`config.mk`:
```
export PLATFORM = sky130hd
export DESIGN_NAME = serial_port
export DESIGN_NICKNAME = d
export VERILOG_FILES = /design/src/include/serial_port_pkg.sv /design/src/hw/serial_baud.sv /design/src/hw/serial_fifo.sv /design/src/hw/serial_port.sv
export SDC_FILE = /design/constraint.sdc
export NUM_CORES = 1
export LEC_CHECK = 0
export ABC_AREA = 1
export BUFFER_PORTS_ARGS = -buffer_cell sky130_fd_sc_hd__buf_4
export CAP_MARGIN = 25
export CORE_MARGIN = 1.5
export CORE_UTILIZATION = 61
export CTS_CLUSTER_DIAMETER = 60
export DETAILED_ROUTE_END_ITERATION = 8
export PLACE_DENSITY = 0.8
export SLEW_MARGIN = 5
export SYNTH_ARGS = -nofsm -noshare
export SYNTH_HDL_FRONTEND = slang
export SYNTH_SLANG_ARGS = --single-unit
```
`constraint.sdc`:
```
create_clock -name clk -period 2.6 [get_ports clk]
set_input_delay 0.13 -clock clk [delete_from_list [all_inputs] [get_ports clk]]
set_output_delay 0.13 -clock clk [all_outputs]
set_load 0.02 [all_outputs]
```
`src/include/serial_port_pkg.sv`:
```
package serial_port_pkg;
	localparam logic [2:0] ADDR_CONTROL_ONE = 3'h0;
	localparam logic [2:0] ADDR_CONTROL_TWO = 3'h1;
	localparam logic [2:0] ADDR_SINGLE_WIRE = 3'h2;
	localparam logic [2:0] ADDR_DATA = 3'h3;
	localparam logic [2:0] ADDR_BAUD = 3'h4;
	localparam logic [2:0] ADDR_STATUS = 3'h5;
	localparam logic [2:0] ADDR_MODE = 3'h6;
	localparam logic [7:0] CONTROL_TWO_RESET = 8'h00;
	localparam logic [7:0] BAUD_RESET = 8'h00;
	localparam int CONTROL_PORT_ENABLE_BIT = 7;
	localparam int CONTROL_NINE_BIT_BIT = 6;
	localparam int CONTROL_TX_NINTH_BIT = 0;
	localparam int OVERSAMPLE_HIGH = 16;
	localparam int OVERSAMPLE_LOW = 64;
	localparam int FIFO_DEPTH = 8;
	localparam int FIFO_WIDTH = 9;

	typedef struct packed {
		logic transmitter_enable;
		logic receiver_enable;
		logic baud_speed_select;
		logic address_detect_enable;
		logic pin_wakeup_enable;
		logic receive_irq_enable;
		logic tx_idle_irq_enable;
		logic tx_empty_irq_enable;
	} control_two_s;

	typedef enum logic [1:0] {
		LINE_IDLE,
		LINE_START,
		LINE_DATA,
		LINE_STOP
	} line_state_e;
endpackage
```
`src/hw/serial_baud.sv`:
```
`timescale 1ns/1ps
module serial_baud
	import serial_port_pkg::*;
(
	input wire logic clk,
	input wire logic resetn,
	input wire logic clear,
	input wire logic high_speed,
	input wire logic [7:0] divisor,
	output logic tick
);
	// Tick is the oversample rate; lines use 16 ticks per bit, so low speed prescales by 4
	localparam int PRESCALE = OVERSAMPLE_LOW / OVERSAMPLE_HIGH;
	logic [7:0] timer;
	logic [1:0] pre;
	logic timer_wrap;

	assign timer_wrap = (timer == 8'h00);
	assign tick = timer_wrap && (high_speed || pre == 2'(PRESCALE-1));

	always_ff @(posedge clk or negedge resetn) begin
		if (!resetn) begin
			timer <= 8'h00;
			pre <= 2'h0;
		end else if (clear) begin
			timer <= divisor;
			pre <= 2'h0;
		end else if (timer_wrap) begin
			timer <= divisor;
			pre <= high_speed ? 2'h0 : pre + 2'h1;
		end else begin
			timer <= timer - 8'h01;
		end
	end
endmodule

```
`src/hw/serial_fifo.sv`:
```
`timescale 1ns/1ps
module serial_fifo #(
	parameter int WIDTH = 9,
	parameter int DEPTH = 8
) (
	input wire logic clk,
	input wire logic resetn,
	input wire logic flush,
	input wire logic in_valid,
	output logic in_ready,
	input wire logic [WIDTH-1:0] in_data,
	output logic out_valid,
	input wire logic out_ready,
	output logic [WIDTH-1:0] out_data
);
	localparam int AW = $clog2(DEPTH);
	logic [WIDTH-1:0] mem [DEPTH];
	logic [AW:0] count;
	logic [AW-1:0] rd_ptr;
	logic [AW-1:0] wr_ptr;
	logic push;
	logic pop;

	assign in_ready = (count != (AW+1)'(DEPTH));
	assign out_valid = (count != '0);
	assign push = in_valid && in_ready;
	assign pop = out_valid && out_ready;
	assign out_data = mem[rd_ptr];

	always_ff @(posedge clk) begin
		if (push) begin
			mem[wr_ptr] <= in_data;
		end
	end

	always_ff @(posedge clk or negedge resetn) begin
		if (!resetn) begin
			count <= '0;
			rd_ptr <= '0;
			wr_ptr <= '0;
		end else if (flush) begin
			count <= '0;
			rd_ptr <= '0;
			wr_ptr <= '0;
		end else begin
			if (push) begin
				wr_ptr <= (wr_ptr == AW'(DEPTH-1)) ? '0 : wr_ptr + 1'b1;
			end
			if (pop) begin
				rd_ptr <= (rd_ptr == AW'(DEPTH-1)) ? '0 : rd_ptr + 1'b1;
			end
			count <= count + (AW+1)'(push) - (AW+1)'(pop);
		end
	end
endmodule

```
`src/hw/serial_port.sv`:
```
`timescale 1ns/1ps
module serial_port
	import serial_port_pkg::*;
(
	input wire logic clk,
	input wire logic resetn,
	input wire logic [2:0] address,
	input wire logic read,
	input wire logic write,
	input wire logic [31:0] writedata,
	output logic [31:0] readdata,
	output logic waitrequest,
	input wire logic high_speed_clock_off,
	output logic wakeup_request,
	output logic combined_irq_request_flag,
	output logic transmit_pin_out,
	output logic transmit_pin_oe_n,
	input wire logic shared_receive_pin_in,
	output logic shared_receive_pin_out,
	output logic shared_receive_pin_oe_n
);
	localparam logic [3:0] LAST_SAMPLE = 4'hF;
	localparam logic [3:0] MID_SAMPLE = 4'h7;

	control_two_s ctl;
	logic port_enable;
	logic nine_bit_select;
	logic tx_ninth;
	logic single_wire_select;
	logic serial_mode_select;
	logic [7:0] baud_divisor;
	logic overrun_flag;
	logic tx_idle_flag;
	logic tx_empty_flag;
	logic rx_idle_flag;
	logic rx_ninth;
	logic [7:0] serial_data_buffer;
	logic rd_phase;
	logic tick;
	logic tx_active;
	logic rx_active;
	logic tx_on_shared;
	logic line_in;
	logic bus_req;
	logic data_write;
	logic data_read;
	logic tx_in_ready;
	logic tx_out_valid;
	logic tx_out_ready;
	logic [FIFO_WIDTH-1:0] tx_out_data;
	logic rx_in_valid;
	logic rx_in_ready;
	logic rx_out_valid;
	logic [FIFO_WIDTH-1:0] rx_out_data;
	logic [FIFO_WIDTH-1:0] rx_word;
	logic rx_addr_bit;
	line_state_e tx_state;
	line_state_e rx_state;
	logic [3:0] tx_sub;
	logic [3:0] rx_sub;
	logic [3:0] tx_bit;
	logic [3:0] rx_bit;
	logic [3:0] word_bits;
	logic [9:0] tx_shift;
	logic [8:0] rx_shift;
	logic rx_done;
	logic tx_busy_done;
	logic wake_prev;

	assign tx_active = ctl.transmitter_enable && serial_mode_select && port_enable;
	assign rx_active = ctl.receiver_enable && serial_mode_select && port_enable;
	assign word_bits = nine_bit_select ? 4'd9 : 4'd8;

	// Shared pin drives only in single-wire with receiver off
	assign tx_on_shared = single_wire_select && !ctl.receiver_enable;
	assign line_in = shared_receive_pin_in;

	// Pins: output enable low means driving; disabled ends float
	assign transmit_pin_out = tx_shift[0];
	assign transmit_pin_oe_n = !(tx_active && !tx_on_shared);
	assign shared_receive_pin_out = tx_shift[0];
	assign shared_receive_pin_oe_n = !(tx_active && tx_on_shared);

	// Bus: reads take one wait cycle so data come from flops
	assign bus_req = read || write;
	assign waitrequest = read && !rd_phase;
	assign data_write = write && address == ADDR_DATA;
	assign data_read = read && rd_phase && address == ADDR_DATA;

	always_ff @(posedge clk or negedge resetn) begin
		if (!resetn) begin
			rd_phase <= 1'b0;
		end else begin
			rd_phase <= read && !rd_phase;
		end
	end

	always_ff @(posedge clk or negedge resetn) begin
		if (!resetn) begin
			readdata <= 32'h0000_0000;
		end else if (read && !rd_phase) begin
			unique case (address)
				ADDR_CONTROL_ONE: readdata <= {24'h00_0000, port_enable, nine_bit_select, 4'h0, rx_ninth, 1'b0};
				ADDR_CONTROL_TWO: readdata <= {24'h00_0000, ctl};
				ADDR_SINGLE_WIRE: readdata <= {31'h0000_0000, single_wire_select};
				ADDR_DATA: readdata <= {24'h00_0000, rx_out_data[7:0]};
				ADDR_BAUD: readdata <= {24'h00_0000, baud_divisor};
				ADDR_STATUS: readdata <= {26'h000_0000, combined_irq_request_flag, rx_idle_flag,
					tx_empty_flag, tx_idle_flag, rx_out_valid, overrun_flag};
				ADDR_MODE: readdata <= {31'h0000_0000, serial_mode_select};
				default: readdata <= 32'h0000_0000;
			endcase
		end
	end

	// Control registers; disabling the port clears both direction enables
	always_ff @(posedge clk or negedge resetn) begin
		if (!resetn) begin
			ctl <= CONTROL_TWO_RESET;
			port_enable <= 1'b0;
			nine_bit_select <= 1'b0;
			tx_ninth <= 1'b0;
			single_wire_select <= 1'b0;
			serial_mode_select <= 1'b0;
			baud_divisor <= BAUD_RESET;
		end else begin
			if (write && address == ADDR_CONTROL_ONE) begin
				port_enable <= writedata[CONTROL_PORT_ENABLE_BIT];
				nine_bit_select <= writedata[CONTROL_NINE_BIT_BIT];
				tx_ninth <= writedata[CONTROL_TX_NINTH_BIT];
			end
			if (write && address == ADDR_CONTROL_TWO) begin
				ctl <= control_two_s'(writedata[7:0]);
			end
			if (write && address == ADDR_SINGLE_WIRE) begin
				single_wire_select <= writedata[0];
			end
			if (write && address == ADDR_BAUD) begin
				baud_divisor <= writedata[7:0];
			end
			if (write && address == ADDR_MODE) begin
				serial_mode_select <= writedata[0];
			end
			if (!port_enable) begin
				ctl.transmitter_enable <= 1'b0;
				ctl.receiver_enable <= 1'b0;
			end
		end
	end

	// Data register: write side is the transmit byte; storage content undefined at reset
	always_ff @(posedge clk) begin
		if (data_write) begin
			serial_data_buffer <= writedata[7:0];
		end
	end

	serial_baud u_baud (
		.clk(clk),
		.resetn(resetn),
		.clear(!port_enable),
		.high_speed(ctl.baud_speed_select),
		.divisor(baud_divisor),
		.tick(tick)
	);

	serial_fifo #(.WIDTH(FIFO_WIDTH), .DEPTH(FIFO_DEPTH)) u_tx_fifo (
		.clk(clk),
		.resetn(resetn),
		.flush(!tx_active),
		.in_valid(data_write),
		.in_ready(tx_in_ready),
		.in_data({tx_ninth, writedata[7:0]}),
		.out_valid(tx_out_valid),
		.out_ready(tx_out_ready),
		.out_data(tx_out_data)
	);

	serial_fifo #(.WIDTH(FIFO_WIDTH), .DEPTH(FIFO_DEPTH)) u_rx_fifo (
		.clk(clk),
		.resetn(resetn),
		.flush(!rx_active),
		.in_valid(rx_in_valid),
		.in_ready(rx_in_ready),
		.in_data(rx_word),
		.out_valid(rx_out_valid),
		.out_ready(data_read),
		.out_data(rx_out_data)
	);

	// Transmitter: 16 ticks per bit, LSB first, one stop bit
	assign tx_out_ready = tx_active && tx_state == LINE_IDLE;
	assign tx_busy_done = tick && tx_state == LINE_STOP && tx_sub == LAST_SAMPLE;

	always_ff @(posedge clk or negedge resetn) begin
		if (!resetn) begin
			tx_state <= LINE_IDLE;
			tx_sub <= 4'h0;
			tx_bit <= 4'h0;
			tx_shift <= 10'h3FF;
		end else if (!tx_active) begin
			tx_state <= LINE_IDLE;
			tx_sub <= 4'h0;
			tx_bit <= 4'h0;
			tx_shift <= 10'h3FF;
		end else if (tx_state == LINE_IDLE) begin
			if (tx_out_valid) begin
				tx_state <= LINE_START;
				tx_sub <= 4'h0;
				tx_bit <= 4'h0;
				// 8-bit frames put the stop level above the data, not the ninth bit
				tx_shift <= {nine_bit_select ? tx_out_data[8] : 1'b1, tx_out_data[7:0], 1'b0};
			end
		end else if (tick) begin
			tx_sub <= tx_sub + 4'h1;
			if (tx_sub == LAST_SAMPLE) begin
				tx_shift <= {1'b1, tx_shift[9:1]};
				unique case (tx_state)
					LINE_START: tx_state <= LINE_DATA;
					LINE_DATA: begin
						tx_bit <= tx_bit + 4'h1;
						if (tx_bit == word_bits - 4'h1) begin
							tx_state <= LINE_STOP;
						end
					end
					LINE_STOP: tx_state <= LINE_IDLE;
					LINE_IDLE: tx_state <= LINE_IDLE;
				endcase
			end
		end
	end

	always_ff @(posedge clk or negedge resetn) begin
		if (!resetn) begin
			tx_idle_flag <= 1'b1;
			tx_empty_flag <= 1'b1;
		end else begin
			tx_empty_flag <= !tx_active || tx_in_ready;
			tx_idle_flag <= !tx_active || (tx_state == LINE_IDLE && !tx_out_valid) || tx_busy_done;
		end
	end

	// Receiver: midpoint sampling of start and data bits on the shared pin; stop checked 8 ticks after the last data sample
	assign rx_done = tick && rx_state == LINE_STOP && rx_sub == MID_SAMPLE;
	assign rx_word = nine_bit_select ? rx_shift : {1'b0, rx_shift[8:1]};
	assign rx_addr_bit = nine_bit_select ? rx_shift[8] : rx_shift[8];
	// Address-detect drops words with clear address bit
	assign rx_in_valid = rx_done && line_in && (!ctl.address_detect_enable || rx_addr_bit);

	always_ff @(posedge clk or negedge resetn) begin
		if (!resetn) begin
			rx_state <= LINE_IDLE;
			rx_sub <= 4'h0;
			rx_bit <= 4'h0;
			rx_shift <= 9'h000;
		end else if (!rx_active) begin
			rx_state <= LINE_IDLE;
			rx_sub <= 4'h0;
			rx_bit <= 4'h0;
		end else if (tick) begin
			rx_sub <= rx_sub + 4'h1;
			unique case (rx_state)
				LINE_IDLE: begin
					rx_sub <= 4'h0;
					if (!line_in) begin
						rx_state <= LINE_START;
					end
				end
				LINE_START: if (rx_sub == MID_SAMPLE) begin
					rx_sub <= 4'h0;
					rx_bit <= 4'h0;
					rx_state <= line_in ? LINE_IDLE : LINE_DATA;
				end
				LINE_DATA: if (rx_sub == LAST_SAMPLE) begin
					rx_shift <= {line_in, rx_shift[8:1]};
					rx_bit <= rx_bit + 4'h1;
					if (rx_bit == word_bits - 4'h1) begin
						rx_state <= LINE_STOP;
					end
				end
				LINE_STOP: if (rx_sub == MID_SAMPLE) begin
					rx_state <= LINE_IDLE;
				end
			endcase
		end
	end

	always_ff @(posedge clk or negedge resetn) begin
		if (!resetn) begin
			rx_ninth <= 1'b0;
			overrun_flag <= 1'b0;
			rx_idle_flag <= 1'b1;
		end else begin
			rx_idle_flag <= !rx_active || rx_state == LINE_IDLE;
			if (data_read) begin
				rx_ninth <= rx_out_data[8];
			end
			if (!port_enable) begin
				overrun_flag <= 1'b0;
			end else if (rx_in_valid && !rx_in_ready) begin
				overrun_flag <= 1'b1;
			end else if (read && rd_phase && address == ADDR_STATUS) begin
				overrun_flag <= 1'b0;
			end
		end
	end

	// Combined request follows the enabled sources
	always_ff @(posedge clk or negedge resetn) begin
		if (!resetn) begin
			combined_irq_request_flag <= 1'b0;
		end else begin
			combined_irq_request_flag <= (ctl.receive_irq_enable && (overrun_flag || rx_out_valid))
				|| (ctl.tx_idle_irq_enable && tx_idle_flag && port_enable)
				|| (ctl.tx_empty_irq_enable && tx_empty_flag && port_enable);
		end
	end

	// Wakeup: raw pin edge, only while the fast clock is off
	always_ff @(posedge clk or negedge resetn) begin
		if (!resetn) begin
			wake_prev <= 1'b1;
			wakeup_request <= 1'b0;
		end else begin
			wake_prev <= line_in;
			if (!high_speed_clock_off || !ctl.pin_wakeup_enable) begin
				wakeup_request <= 1'b0;
			end else if (wake_prev && !line_in) begin
				wakeup_request <= 1'b1;
			end
		end
	end
endmodule

```
==> out/metrics.cfg <==
[route]
remaining_drc_errors=0
dr.first_iter.drc_count=706
wl_per_cell_um=15.89
drtPass1Iterations=5
route.antenna.remaining_nets=0
wl_um=25760
num_vias=8749
avgViaCountPerCell=5.397

[power_and_ir_drop]
vdd_ir_drop_max_mv=0.5480
power.density_mw_per_mm2=653.0
leakage_power_of_the_design_uw=0.006022

[yosys]
yosysTopAreaCellShare_pct=36.11
syn-instance-count=1280
synth.avg_cell_area_um2=9.356
synthesis.yosys.warnings=0
post-synth-top-count-cell=nand2_1
synth_top_flop_cell=edfxtp_1
syn_area_mm2=0.01198
synth_top_cells_by_count=nand2_1, nand3_1, inv_1
synthArstFlopShare_pct=42.63
synth_edf_count=144
count_of_cell_types_in_the_netlist=41
synth.top_cells.by_area=edfxtp_1, dfrtp_1, nand2_1
synth.largest_area_cell=edfxtp_1
synth_seq_area_share_pct=58.61
yosys_register_bits=251

[timing]
finalMaxSlewViolations=0
rsz0062_at_grt=no
setup_violations=0
worst_pin_slew_ns=1.040
slew_headroom_pct=30.40
timing.final.crit_share_pct=90.69
post-route-worst-setup-slack_ns=0.2420
fmax_mhz=424.1
hold_viol=0
fin_worst_skew_ns=0.02420
fin_crit_ns=2.358
timing.setup.tns_ns=0

[critical_path]
critical_path_data_arrival_time_ns=2.76
timing.critical_path.from_type=flip-flop
rr_endpoint=u_rx_fifo.count[2]$_DFF_PN0_
r2r-start=u_rx_fifo.count[2]$_DFF_PN0_
setup.worst_path.end_class=flip-flop
cp_data_required_time_ns=3.01
ff2ff_path_depth=11
crit_path_category=reg -> reg
critical_path_peak_fanout=4
timing.reg2reg.setup_slack_ns=0.24

[run]
timing.max_cap.violations=0

[place]
gp_congestion=0.8580
place_hpwl_um=17020
portBuffers=31
pre_cts_ws_ns=0.2594

[clocking]
path_clk_slew_ns=0.06
numCtsBuffers=26
cts_repair_resize_count=0
h-tree-depth=1
tritoncts=done
worstSkewPairLatency_ns=0.53
cts.sinks=251
ctsRootBufferMaster=clkbuf_16
clockBufferDepth=3

[floorplanning]
placementRows=51
die_width_um=143.1
die_h_um=143.1
floorplan.io_pins=80
area_of_the_die_mm2=0.02048
core_area_mm2=0.01933
initial_utilization_pct=61.94

[global_route]
grt_max_degree=58
antenna_found_initial=0
vias_in_the_first_global_route=8496
grt_first_pass_wirelength_um=41820
groute.usage.overall_pct=26.11
grt_overflow=0

[layout]
number_of_antenna_repair_diodes=0
area_growth_syn_to_layout_pct=11.98
drive_gt1_share_pct=11.80
num-nets-final=1409

[outcome]
status=complete, no violations

[worst_hold_path]
min-delay-path-class=in -> reg
worst_hold_end=serial_mode_select$_DFFE_PN0P_
min_delay_path_depth=4
timing.hold.worst.start=address[0]

[how the worst max path moves through the flow]
stage / from / endpoint
finish: u_rx_fifo.count[2]$_DFF_PN0_ / u_rx_fifo.count[2]$_DFF_PN0_
global route: u_baud.timer[0]$_DFF_PN0_ / u_rx_fifo.mem[3][2]$_DFFE_PP_
CTS: u_baud.timer[0]$_DFF_PN0_ / u_rx_fifo.mem[3][0]$_DFFE_PP_
detailed placement: u_baud.timer[0]$_DFF_PN0_ / u_rx_fifo.mem[3][1]$_DFFE_PP_
global placement: rx_sub[0]$_DFFE_PN0N_ / u_rx_fifo.mem[3][1]$_DFFE_PP_
floorplan: tx_state[0]$_DFFE_PN0P_ / u_tx_fifo.count[1]$_DFF_PN0_
[timing repair]
item | CTS | global route
hold buffers | 14 | 0
endpoints found under the setup margin | 0 | 0
hold endpoints to repair | 188 | 0
setup buffers | 0 | 0
[through the flow]
step	power (µW)	std cells	area (µm²)	hold WS (ns)	util (%)
global route	9041	1621	13410	0.03128	69.36
finish	8757	1621	13410	0.009005	69.36
detailed placement	5217	1558	12420	0.06635	64.25
floorplan	4990	1303	12060	-0.1656	-
global placement	5185	1558	12420	0.06737	64.25
CTS	8797	1620	13400	0.001434	69.32
[worst max-delay path, stage by stage (launching register included)]
cell and delay [ns]:
dfrtp_1 0.35, inv_1 0.09, ha_1 0.16, nand3_1 0.18
nand2_1 0.14, inv_1 0.09, ha_1 0.30, inv_1 0.06
ha_1 0.23, fa_1 0.41, xnor2_1 0.17, nor2_1 0.06
[layer usage]
metal,GRT usage [%],vias up,routed length (µm)
met4,10.26,0,855
met1,33.15,4159,10440
met5,0,-,0
met2,45.18,296,12990
met3,3.957,60,1471
li1,-,4234,-
[flip-flops by register name, indices dropped and copies added (netlist names), 8 cells and up]
signal,cells
u_tx_fifo.mem,72
u_baud.timer,8
rx_shift,9
baud_divisor,8
readdata,8
u_rx_fifo.mem,72
tx_shift,10
ctl,8
[area by class of cell]
| type | count | area, µm² |
|---|---|---|
| inverters | 165 | 621.8 |
| clock buffers | 39 | 793.3 |
| repair buffers | 70 | 573.1 |
| flip-flops and latches | 251 | 7019 |
| fillers | 1410 | 5924 |
| clock inverters | 9 | 46.29 |
| well taps | 265 | 331.6 |
| multi-input cells | 822 | 4025 |
[kinds of logic (layout without fill, tap and decap cells)]
logic type / count (synthesis) / after routing / share of synthesized area (%)
buffers and inverters: 230 / 283 / 8.494
and+or+nand+nor: 649 / 649 / 23.72
AOI/OAI and AO/OA: 108 / 108 / 5.015
adders and majority gates: 32 / 32 / 3.469
other: 1 / 24 / 0.03131
DFF: 251 / 251 / 58.61
xor gates and xnor gates: 9 / 9 / 0.6583
[cells in the final DEF, fill, tap and decap left out, drive strengths merged, types with 14 or more instances in the layout]
cell / count
dfrtp: 93
nand3: 167
ha: 30
inv: 161
dfstp: 14
dlygate4sd3: 14
clkbuf: 39
o21ai: 85
conb: 24
nand2: 362
buf: 56
edfxtp: 144
nor2: 95
[power by group]
part | total [µW] | switching (µW) | internal, µW
combinational | 687 | 460 | 227
sequential | 4480 | 120 | 4360
clock | 3590 | 1480 | 2110
Power figures use the tool's default switching activity.
